==> config.mk <==
export PLATFORM = sky130hd
export DESIGN_NAME = switch_global_regs
export DESIGN_NICKNAME = d
export VERILOG_FILES = /design/src/common/swreg_pkg.sv /design/src/rtl/switch_global_regs.sv /design/src/rtl/pin_sync.sv /design/src/rtl/addr_region_decode.sv
export SDC_FILE = /design/constraint.sdc
export NUM_CORES = 1
export LEC_CHECK = 0
export ABC_AREA = 1
export BUFFER_PORTS_ARGS = -buffer_cell sky130_fd_sc_hd__buf_2
export CAP_MARGIN = 15
export CORE_UTILIZATION = 46
export DETAILED_ROUTE_END_ITERATION = 7
export GPL_TIMING_DRIVEN = 0
export PLACE_DENSITY = 0.86
export SYNTH_ARGS = -nofsm -noshare
export SYNTH_HDL_FRONTEND = slang
export SYNTH_SLANG_ARGS = --single-unit
==> constraint.sdc <==
create_clock -name CLK -period 1.25 [get_ports CLK]
set_input_delay 0.1875 -clock CLK [delete_from_list [all_inputs] [get_ports CLK]]
set_output_delay 0.1875 -clock CLK [all_outputs]
set_load 0.005 [all_outputs]
==> src/common/swreg_pkg.sv <==
`default_nettype none
package swreg_pkg;

  // register byte addresses
  localparam logic [7:0] ADDR_FAMILY    = 8'h00;
  localparam logic [7:0] ADDR_PART_RUN  = 8'h01;
  localparam logic [7:0] ADDR_GCTL0     = 8'h02;
  localparam logic [7:0] ADDR_P2_PHYCTL = 8'h2A;
  localparam logic [7:0] ADDR_P2_STAT0  = 8'h2E;
  localparam logic [7:0] ADDR_P2_STAT1  = 8'h2F;

  // address map bounds
  localparam logic [7:0] GLB_LO  = 8'h00;
  localparam logic [7:0] GLB_HI  = 8'h0F;
  localparam logic [7:0] P1C_LO  = 8'h10;
  localparam logic [7:0] P1C_HI  = 8'h1D;
  localparam logic [7:0] P1S_LO  = 8'h1E;
  localparam logic [7:0] P1S_HI  = 8'h1F;
  localparam logic [7:0] P2C_LO  = 8'h20;
  localparam logic [7:0] P2C_HI  = 8'h2D;
  localparam logic [7:0] P2S_LO  = 8'h2E;
  localparam logic [7:0] P2S_HI  = 8'h2F;
  localparam logic [7:0] P3C_LO  = 8'h30;
  localparam logic [7:0] P3C_HI  = 8'h39;
  localparam logic [7:0] P3R_LO  = 8'h3A;
  localparam logic [7:0] P3R_HI  = 8'h3E;
  localparam logic [7:0] P3S_ADR = 8'h3F;
  localparam logic [7:0] INDC_LO = 8'h79;
  localparam logic [7:0] INDC_HI = 8'h7A;
  localparam logic [7:0] INDD_LO = 8'h7B;
  localparam logic [7:0] INDD_HI = 8'h83;
  localparam logic [7:0] LCI_LO  = 8'hBB;
  localparam logic [7:0] LCI_HI  = 8'hBC;
  localparam logic [7:0] PMLED_A = 8'hC3;
  localparam logic [7:0] SLEEP_A = 8'hC4;

  typedef enum logic [3:0] {
    RGN_NONE     = 4'h0,
    RGN_GLOBAL   = 4'h1,
    RGN_P1_CTL   = 4'h2,
    RGN_P1_STAT  = 4'h3,
    RGN_P2_CTL   = 4'h4,
    RGN_P2_STAT  = 4'h5,
    RGN_P3_CTL   = 4'h6,
    RGN_RSVD     = 4'h7,
    RGN_P3_STAT  = 4'h8,
    RGN_IND_CTL  = 4'h9,
    RGN_IND_DATA = 4'hA,
    RGN_LINK_IRQ = 4'hB,
    RGN_PM_LED   = 4'hC,
    RGN_SLEEP    = 4'hD
  } region_t;

  // field positions
  localparam int RUN_BIT       = 0;
  localparam int GC_BACKOFF    = 7;
  localparam int GC_FLUSH_DYN  = 5;
  localparam int GC_FLUSH_STAT = 4;
  localparam int GC_PASS_FC    = 3;
  localparam int PHY_POLRVS    = 5;
  localparam int PHY_MDI       = 4;
  localparam int PHY_FORCE     = 3;
  localparam int PHY_PWRSAVE   = 2;
  localparam int PHY_RLOOP     = 1;
  localparam int PHY_RSV0      = 0;
  localparam int STAT0_MDI     = 7;
  localparam int STAT1_POLRVS  = 5;
  localparam int ID_PART_LSB   = 4;
  localparam int ID_REV_LSB    = 1;

  // reset values
  localparam logic RST_RUN      = 1'b1;
  localparam logic RST_PSAVE    = 1'b1;
  localparam logic RST_BACKOFF  = 1'b0;
  localparam logic RST_FLUSH    = 1'b0;
  localparam logic RST_PASS_FC  = 1'b0;
  localparam logic RST_FORCE    = 1'b0;
  localparam logic RST_RLOOP    = 1'b0;
  localparam logic RST_RSV0     = 1'b0;

  // management addressing of the special word
  localparam logic [4:0] PHY_TWO_ADDR  = 5'h02;
  localparam logic [4:0] PHY_SPECIAL_R = 5'h1F;

  function automatic logic in_range(input logic [7:0] a, input logic [7:0] lo,
                                    input logic [7:0] hi);
    in_range = (a >= lo) && (a <= hi);
  endfunction

endpackage
`default_nettype wire

==> src/rtl/switch_global_regs.sv <==
// Function
// polarity bit reads reversal, 10BT only
// power save enable, zero turns on
// remote loopback at PMD/PMA when set
// port one control at 0x10-0x1D
// port one status at 0x1E-0x1F
// port two control/status at 0x20-0x2F
// port three control, reserved, status
// indirect control and data window
// link change interrupt at 0xBB-0xBC
// power/LED 0xC3, sleep 0xC4
// start bit runs switch, resets one
// alternative back-off select, resets zero
// flush dynamic MAC entries, resets zero
// flush static MAC entries, resets zero
// pass or drop flow-control packets
// software writes reserved bits as default
// read-only bits ignore writes
`timescale 1ns/1ns
`default_nettype none
module switch_global_regs
  import swreg_pkg::*;
#(
  // arbitrary identity values
  parameter logic [7:0] FAMILY_CODE = 8'h5A,
  parameter logic [3:0] PART_CODE   = 4'h6,
  parameter logic [2:0] REV_CODE    = 3'h1
) (
  // clock and reset
  input  wire logic        CLK,
  input  wire logic        RST,
  // byte register port
  input  wire logic [7:0]  REG_ADDR,
  input  wire logic        REG_WR,
  input  wire logic [7:0]  REG_WDATA,
  input  wire logic        REG_RD,
  output logic      [7:0]  REG_RDATA,
  output logic             REG_RVALID,
  output region_t          REG_REGION,
  // management word port
  input  wire logic [4:0]  PHY_SELECT_ADDRESS,
  input  wire logic [4:0]  PHY_REGISTER_INDEX,
  input  wire logic        MIIM_WR,
  input  wire logic [15:0] MIIM_WDATA,
  input  wire logic        MIIM_RD,
  output logic      [15:0] MIIM_RDATA,
  output logic             MIIM_RVALID,
  // second PHY status pins
  input  wire logic        PHY2_POL_REVERSED,
  input  wire logic        PHY2_MDI_MODE,
  input  wire logic        PHY2_SPEED_10,
  // control outputs
  output logic             SWITCH_RUN,
  output logic             BACKOFF_ALT,
  output logic             FLUSH_DYNAMIC,
  output logic             FLUSH_STATIC,
  output logic             PASS_FLOW_CTRL,
  output logic             PHY2_LINK_FORCE_PASS,
  output logic             PHY2_POWER_SAVE_OFF,
  output logic             PHY2_REMOTE_LOOPBACK
);

  logic        run_r;
  logic        backoff_r;
  logic        flush_dyn_r;
  logic        flush_stat_r;
  logic        pass_fc_r;
  logic        force_r;
  logic        psave_off_r;
  logic        rloop_r;
  logic        rsv0_r;
  logic [7:0]  rdata_r;
  logic        rvalid_r;
  region_t     region_r;
  logic [15:0] mdata_r;
  logic        mvalid_r;
  logic [2:0]  pins_s;
  region_t     region_nxt;
  logic        miim_hit;
  logic        pol_eff;
  logic [15:0] phy_word;
  logic [7:0]  rd_byte;

  pin_sync #(
    .W (3)
  ) u_sync (
    .clk       (CLK),
    .rst       (RST),
    .pin_in    ({PHY2_SPEED_10, PHY2_MDI_MODE, PHY2_POL_REVERSED}),
    .level_out (pins_s)
  );

  addr_region_decode u_dec (
    .addr   (REG_ADDR),
    .region (region_nxt)
  );

  assign miim_hit = (PHY_SELECT_ADDRESS == PHY_TWO_ADDR) &&
                    (PHY_REGISTER_INDEX == PHY_SPECIAL_R);
  // valid only at 10BT
  assign pol_eff  = pins_s[0] & pins_s[2];

  // reserved upper bits read as zero
  always_comb begin
    phy_word              = 16'h0000;
    phy_word[PHY_POLRVS]  = pol_eff;
    phy_word[PHY_MDI]     = pins_s[1];
    phy_word[PHY_FORCE]   = force_r;
    phy_word[PHY_PWRSAVE] = psave_off_r;
    phy_word[PHY_RLOOP]   = rloop_r;
    phy_word[PHY_RSV0]    = rsv0_r;
  end

  // unimplemented addresses read zero
  always_comb begin
    rd_byte = 8'h00;
    unique case (REG_ADDR)
      ADDR_FAMILY: begin
        rd_byte = FAMILY_CODE;
      end
      ADDR_PART_RUN: begin
        rd_byte = {PART_CODE, REV_CODE, run_r};
      end
      ADDR_GCTL0: begin
        rd_byte[GC_BACKOFF]    = backoff_r;
        rd_byte[GC_FLUSH_DYN]  = flush_dyn_r;
        rd_byte[GC_FLUSH_STAT] = flush_stat_r;
        rd_byte[GC_PASS_FC]    = pass_fc_r;
      end
      ADDR_P2_PHYCTL: begin
        rd_byte[PHY_FORCE]   = force_r;
        rd_byte[PHY_PWRSAVE] = psave_off_r;
        rd_byte[PHY_RLOOP]   = rloop_r;
      end
      ADDR_P2_STAT0: begin
        rd_byte[STAT0_MDI] = pins_s[1];
      end
      ADDR_P2_STAT1: begin
        rd_byte[STAT1_POLRVS] = pol_eff;
      end
      default: begin
        rd_byte = 8'h00;
      end
    endcase
  end

  // start switch bit
  always_ff @(posedge CLK) begin
    if (RST) begin
      run_r <= RST_RUN;
    end else if (REG_WR && REG_ADDR == ADDR_PART_RUN) begin
      run_r <= REG_WDATA[RUN_BIT];
    end
  end

  // id and revision bits ignore writes; reserved bits kept zero
  // global control zero
  always_ff @(posedge CLK) begin
    if (RST) begin
      backoff_r    <= RST_BACKOFF;
      flush_dyn_r  <= RST_FLUSH;
      flush_stat_r <= RST_FLUSH;
      pass_fc_r    <= RST_PASS_FC;
    end else if (REG_WR && REG_ADDR == ADDR_GCTL0) begin
      backoff_r    <= REG_WDATA[GC_BACKOFF];
      flush_dyn_r  <= REG_WDATA[GC_FLUSH_DYN];
      flush_stat_r <= REG_WDATA[GC_FLUSH_STAT];
      pass_fc_r    <= REG_WDATA[GC_PASS_FC];
    end
  end

  // management write wins a same-cycle clash, it carries the full word
  // phy special control
  always_ff @(posedge CLK) begin
    if (RST) begin
      force_r     <= RST_FORCE;
      psave_off_r <= RST_PSAVE;
      rloop_r     <= RST_RLOOP;
      rsv0_r      <= RST_RSV0;
    end else if (MIIM_WR && miim_hit) begin
      force_r     <= MIIM_WDATA[PHY_FORCE];
      psave_off_r <= MIIM_WDATA[PHY_PWRSAVE];
      rloop_r     <= MIIM_WDATA[PHY_RLOOP];
      rsv0_r      <= MIIM_WDATA[PHY_RSV0];
    end else if (REG_WR && REG_ADDR == ADDR_P2_PHYCTL) begin
      force_r     <= REG_WDATA[PHY_FORCE];
      psave_off_r <= REG_WDATA[PHY_PWRSAVE];
      rloop_r     <= REG_WDATA[PHY_RLOOP];
    end
  end

  // read answer with region
  always_ff @(posedge CLK) begin
    if (RST) begin
      rdata_r  <= 8'h00;
      rvalid_r <= 1'b0;
      region_r <= RGN_NONE;
    end else begin
      rvalid_r <= REG_RD;
      if (REG_RD) begin
        rdata_r  <= rd_byte;
        region_r <= region_nxt;
      end
    end
  end

  // management read of special word
  always_ff @(posedge CLK) begin
    if (RST) begin
      mdata_r  <= 16'h0000;
      mvalid_r <= 1'b0;
    end else begin
      mvalid_r <= MIIM_RD;
      if (MIIM_RD) begin
        mdata_r <= miim_hit ? phy_word : 16'h0000;
      end
    end
  end

  assign REG_RDATA            = rdata_r;
  assign REG_RVALID           = rvalid_r;
  assign REG_REGION           = region_r;
  assign MIIM_RDATA           = mdata_r;
  assign MIIM_RVALID          = mvalid_r;
  assign SWITCH_RUN           = run_r;
  assign BACKOFF_ALT          = backoff_r;
  assign FLUSH_DYNAMIC        = flush_dyn_r;
  assign FLUSH_STATIC         = flush_stat_r;
  assign PASS_FLOW_CTRL       = pass_fc_r;
  assign PHY2_LINK_FORCE_PASS = force_r;
  assign PHY2_POWER_SAVE_OFF  = psave_off_r;
  assign PHY2_REMOTE_LOOPBACK = rloop_r;
endmodule // switch_global_regs
`default_nettype wire

==> src/rtl/pin_sync.sv <==
`timescale 1ns/1ns
`default_nettype none
module pin_sync #(
  parameter int W = 3
) (
  input  wire logic         clk,
  input  wire logic         rst,
  input  wire logic [W-1:0] pin_in,
  output logic      [W-1:0] level_out
);
  logic [W-1:0] s1_r;
  logic [W-1:0] s2_r;
  logic [W-1:0] s3_r;
  logic [W-1:0] level_r;
  logic [W-1:0] agree;

  // first stage feeds only the second
  always_ff @(posedge clk) begin
    if (rst) begin
      s1_r <= '0;
      s2_r <= '0;
      s3_r <= '0;
    end else begin
      s1_r <= pin_in;
      s2_r <= s1_r;
      s3_r <= s2_r;
    end
  end

  // a level counts once the last two stages agree, so a lone glitch never passes
  assign agree = ~(s2_r ^ s3_r);

  always_ff @(posedge clk) begin
    if (rst) begin
      level_r <= '0;
    end else begin
      level_r <= (agree & s3_r) | (~agree & level_r);
    end
  end

  assign level_out = level_r;
endmodule // pin_sync
`default_nettype wire

==> src/rtl/addr_region_decode.sv <==
`timescale 1ns/1ns
`default_nettype none
module addr_region_decode
  import swreg_pkg::*;
(
  input  wire logic [7:0] addr,
  output region_t         region
);
  always_comb begin
    if (in_range(addr, GLB_LO, GLB_HI)) begin
      region = RGN_GLOBAL;
    // port one control
    end else if (in_range(addr, P1C_LO, P1C_HI)) begin
      region = RGN_P1_CTL;
    // port one status
    end else if (in_range(addr, P1S_LO, P1S_HI)) begin
      region = RGN_P1_STAT;
    // port two blocks
    end else if (in_range(addr, P2C_LO, P2C_HI)) begin
      region = RGN_P2_CTL;
    end else if (in_range(addr, P2S_LO, P2S_HI)) begin
      region = RGN_P2_STAT;
    // processor port blocks
    end else if (in_range(addr, P3C_LO, P3C_HI)) begin
      region = RGN_P3_CTL;
    end else if (in_range(addr, P3R_LO, P3R_HI)) begin
      region = RGN_RSVD;
    end else if (addr == P3S_ADR) begin
      region = RGN_P3_STAT;
    // indirect access window
    end else if (in_range(addr, INDC_LO, INDC_HI)) begin
      region = RGN_IND_CTL;
    end else if (in_range(addr, INDD_LO, INDD_HI)) begin
      region = RGN_IND_DATA;
    // link change interrupt
    end else if (in_range(addr, LCI_LO, LCI_HI)) begin
      region = RGN_LINK_IRQ;
    // power and sleep
    end else if (addr == PMLED_A) begin
      region = RGN_PM_LED;
    end else if (addr == SLEEP_A) begin
      region = RGN_SLEEP;
    end else begin
      region = RGN_NONE;
    end
  end
endmodule // addr_region_decode
`default_nettype wire

==> Implementation_results.wiki <==
{| class="wikitable"
! Metric !! Value
|-
| CP required || 1.42 ns
|-
| Cell repeated most along the worst path || sky130_fd_sc_hd__nand2_2
|-
| Vias || 2006
|-
| Cell taking the most area after synthesis || sky130_fd_sc_hd__dfxtp_1
|-
| Final hold violation count || 0
|-
| Max cap viols || 0
|-
| Number of unique standard cell types used by synthesis || 20
|-
| Area fraction in compound gates after synthesis || 0.134
|-
| Pre-CTS setup slack || -0.121 ns
|-
| Share of the yosys chip area belonging to registers || 0.421
|-
| Post-synthesis xor/xnor area fraction || 0
|-
| Die ar. || 4500 sq um
|-
| Share of synthesized area spent on multiplexers || 0
|-
| Data arrival, critical path || 1.26 ns
|-
| Top library cells by usage in the layout, fill and taps aside || 64 x sky130_fd_sc_hd__buf_2, 53 x sky130_fd_sc_hd__nand2_1, 45 x sky130_fd_sc_hd__nor2_1, 41 x sky130_fd_sc_hd__dfxtp_1, 31 x sky130_fd_sc_hd__inv_1
|-
| Total area of multi-input combinational cells || 920 sq um
|-
| Achievable Freq || 916 MHz
|-
| Core footprint || 4030 sq um
|-
| Via count of the first global-routing pass || 1751
|-
| Final Cell Area || 2490 sq um
|-
| Clock-pin slew of the registers on the worst-case setup and hold paths || 0.08 ns
|-
| Clock latency on the worst-skew pair || 0.29 ns
|-
| Simple-gate share of the synthesized area || 0.316
|-
| Shortest period the worst path allows || 1.09 ns
|-
| Critical path, cell by cell || buf_2, inv_2, nand2_2, nor2_2, nand2_2, nor2_1, nand2_1, o21ai_0, nand3_1
|-
| Type of element capturing the critical path || flip-flop
|-
| Yosys warning count || 0
|-
| Crit path buf inv count || 2
|-
| Number of cell instances on the worst register-to-register path || 4
|-
| Sinks on the clock net || 41
|-
| Combined global-route utilization of all metal layers || 0.223
|-
| Depth of the critical timing path with buffers and inverters included || 9
|-
| Path type of the worst min-delay path || primary input to flip-flop
|-
| Buffers from clock root to sink, at most || 2
|-
| Antenna violations before repair || 0
|-
| Unrepaired setup endpoints after global routing || false
|-
| Number of buffers added on ports || 64
|-
| Slowest library cell on the worst path || sky130_fd_sc_hd__nor2_2
|-
| Average wire per standard cell || 11.5 microns
|-
| Most common library cell in the layout ignoring fill and taps || sky130_fd_sc_hd__buf_2
|-
| Result of the run || finished, final reports clean
|-
| Critical R2R Capture || REG_RDATA[3]$_SDFFE_PP0P_
|-
| Destination of the critical timing path || SWITCH_RUN$_SDFFE_PP1P_
|-
| Worst Slack Setup Final || 0.158 ns
|-
| Routability-driven placement congestion ratio || 0.907
|-
| Share of synthesized cell area in full adder, half adder and majority cells || 0
|-
| Number of diodes added for antenna fixing || 0
|-
| Iteration-0 DRC Markers || 125
|-
| Wirelength, routed || 4800 microns
|-
| Leakage Power || 1.25 nW
|-
| Largest vdd supply drop || 0.000798 V
|-
| Setup Buffers After CTS || 0
|-
| Instance count of the mapped netlist || 285
|-
| Total congestion overflow || 0
|-
| Maximum net fanout on the critical path || 5
|-
| Count of final setup violators || 0
|-
| Crit Reg-Reg Startpoint || PHY2_LINK_FORCE_PASS$_SDFFE_PP0P_
|-
| Total of flip-flops plus latches after synthesis || 41
|-
| Synth top area cells || sky130_fd_sc_hd__dfxtp_1 42%, sky130_fd_sc_hd__nand2_1 10%, sky130_fd_sc_hd__nor2_1 8.7%
|-
| I/O pin count || 89
|-
| FF/Latch Area || 821 sq um
|-
| Setup crit start kind || primary input
|-
| Power Dens Cells || 1120 nW/um^2
|-
| Number of detailed-route iterations in the first pass || 5
|-
| Critical path launch point || REG_ADDR[7]
|-
| Area of the mapped netlist || 1950 sq um
|-
| Post-route setup TNS || 0 ns
|-
| Fin crit share || 0.874
|-
| Count of pins over their slew limit || 0
|-
| Vertical die dimension || 67.1 microns
|-
| Layout fillers || 391
|-
| Fraction of final layout cells sized beyond drive strength 1 || 0.279
|-
| Starting utilization of the core area || 0.484
|-
| DRC viols || 0
|-
| Global-route wire length before repair || 7570 microns
|-
| Number of buffers created by CTS || 5
|-
| Main combinational cell family by area after synthesis || simple AND/OR/NAND/NOR gates
|-
| Root Buffer || sky130_fd_sc_hd__clkbuf_8
|-
| Pin count of the biggest net entering global routing || 13
|-
| Antenna violation net count after detailed routing || 0
|-
| Type of the setup path with the least slack || primary input to flip-flop
|-
| Die Span X || 67.1 microns
|-
| Setup skew after layout || 0.00428 ns
|-
| Fraction of synthesized cell area taken by the top area cell type || 0.421
|-
| Avg Synthesized Cell Area || 6.84 sq um
|-
| Relative area change from synthesis to final layout || 27.6%
|-
| Worst path top cell family by delay || simple AND/OR/NAND/NOR gates
|-
| Hold_sp || PHY2_MDI_MODE
|-
| Crit path largest cell delay || 0.18 ns
|-
| H-tree depth || 2
|-
| Hpwl dp || 3700 microns
|-
| Standard-cell rows || 23
|-
| Via density per instance || 4.82
|-
| Register-to-register setup slack || 0.39 ns
|-
| Nets || 416
|-
| Clock tree from TritonCTS || yes
|-
| DP Area || 2370 sq um
|}
area by class of cell:
class / instances / share of cell area
Buffer: 16 / 0.0407
Clock buffer: 7 / 0.0347
Clock inverter: 1 / 0.0121
Timing Repair Buffer: 64 / 0.129
Multi-Input combinational cell: 198 / 0.370
Sequential cell: 41 / 0.330
Inverter: 39 / 0.0589
Tap cell: 50 / 0.0252
stage by stage:
stage	utilization	power (mW)	cells	hold slack, ns
finish	0.617	2.79	416	0.0917
global route	0.617	2.92	416	0.0870
CTS	0.616	2.80	416	0.0875
detailed placement	0.587	1.72	408	0.393
global placement	0.587	1.71	408	0.384
floorplan	-	1.57	294	0.257
cell families (layout without fill, tap and decap cells):
| family | count (synthesis) | in the layout |
|---|---|---|
| AOI/OAI and AO/OA | 50 | 50 |
| buffers and inverters | 55 | 127 |
| DFF | 41 | 41 |
| other | 1 | 10 |
| and+or+nand+nor | 138 | 138 |
sequential cells by signal (all words and copies together), names as in the netlist, named ones only:
register and cells:
REG_RDATA 8, MIIM_RDATA 6, REG_REGION 4, u_sync.s1_r 3, u_sync.s2_r 3, u_sync.s3_r 3, BACKOFF_ALT 1, FLUSH_DYNAMIC 1
FLUSH_STATIC 1, MIIM_RVALID 1, PASS_FLOW_CTRL 1, PHY2_LINK_FORCE_PASS 1, PHY2_POWER_SAVE_OFF 1, PHY2_REMOTE_LOOPBACK 1, REG_RVALID 1, SWITCH_RUN 1
rsv0_r 1
routing by layer:
| metal | share of wire | routed length (microns) | track usage | vias up |
|---|---|---|---|---|
| li1 | - | - | - | 1050 |
| met1 | 0.46 | 2190 | 0.287 | 889 |
| met2 | 0.47 | 2270 | 0.356 | 60 |
| met3 | 0.059 | 282 | 0.0531 | 7 |
| met4 | 0.013 | 63 | 0.0878 | 0 |
| met5 | 0 | 0 | 0 | - |
worst min-delay path by stage:
stage / cells after the start / end / slack (ns)
finish: 3 / u_sync.s1_r[1]$_SDFF_PP0_ / 0.09
global route: 3 / u_sync.s1_r[0]$_SDFF_PP0_ / 0.09
CTS: 3 / u_sync.s1_r[1]$_SDFF_PP0_ / 0.09
detailed placement: 3 / u_sync.s1_r[1]$_SDFF_PP0_ / 0.39
global placement: 3 / u_sync.s1_r[0]$_SDFF_PP0_ / 0.38
floorplan: 1 / REG_REGION[1]$_SDFFE_PP0P_ / 0.26
cells in the mapped netlist:
cell                       count
sky130_fd_sc_hd__a21oi_1      19
sky130_fd_sc_hd__a31oi_1       3
sky130_fd_sc_hd__buf_4        11
sky130_fd_sc_hd__clkbuf_1      5
sky130_fd_sc_hd__clkinv_1      1
sky130_fd_sc_hd__conb_1        1
sky130_fd_sc_hd__dfxtp_1      41
sky130_fd_sc_hd__inv_1        31
sky130_fd_sc_hd__inv_2         7
sky130_fd_sc_hd__nand2_1      53
sky130_fd_sc_hd__nand2_2       5
sky130_fd_sc_hd__nand3_1      17
sky130_fd_sc_hd__nand4_1       8
sky130_fd_sc_hd__nand4_2       1
sky130_fd_sc_hd__nor2_1       45
sky130_fd_sc_hd__nor2_2        5
sky130_fd_sc_hd__nor2_4        2
sky130_fd_sc_hd__nor3b_1       2
sky130_fd_sc_hd__o211ai_1      3
sky130_fd_sc_hd__o21ai_0      25
tightest hold or removal path: cells and delay by family:
family	cells	cell delay [ns]
buffers and inverters	2	0.10
and+or+nand+nor	1	0.06
power by group:
part	switching, mW	leakage (nW)	internal [mW]
Combinational	0.190	0.857	0.138
Clock	0.439	0.0585	0.651
Sequential	0.0197	0.335	1.35
timing repair:
| action | in CTS | in global routing |
|---|---|---|
| hold buffers | 0 | 0 |
| endpoints found under the setup margin | 0 | 1 |
| gates resized for setup | 0 | 1 |
(Power assumes the default switching activity.)
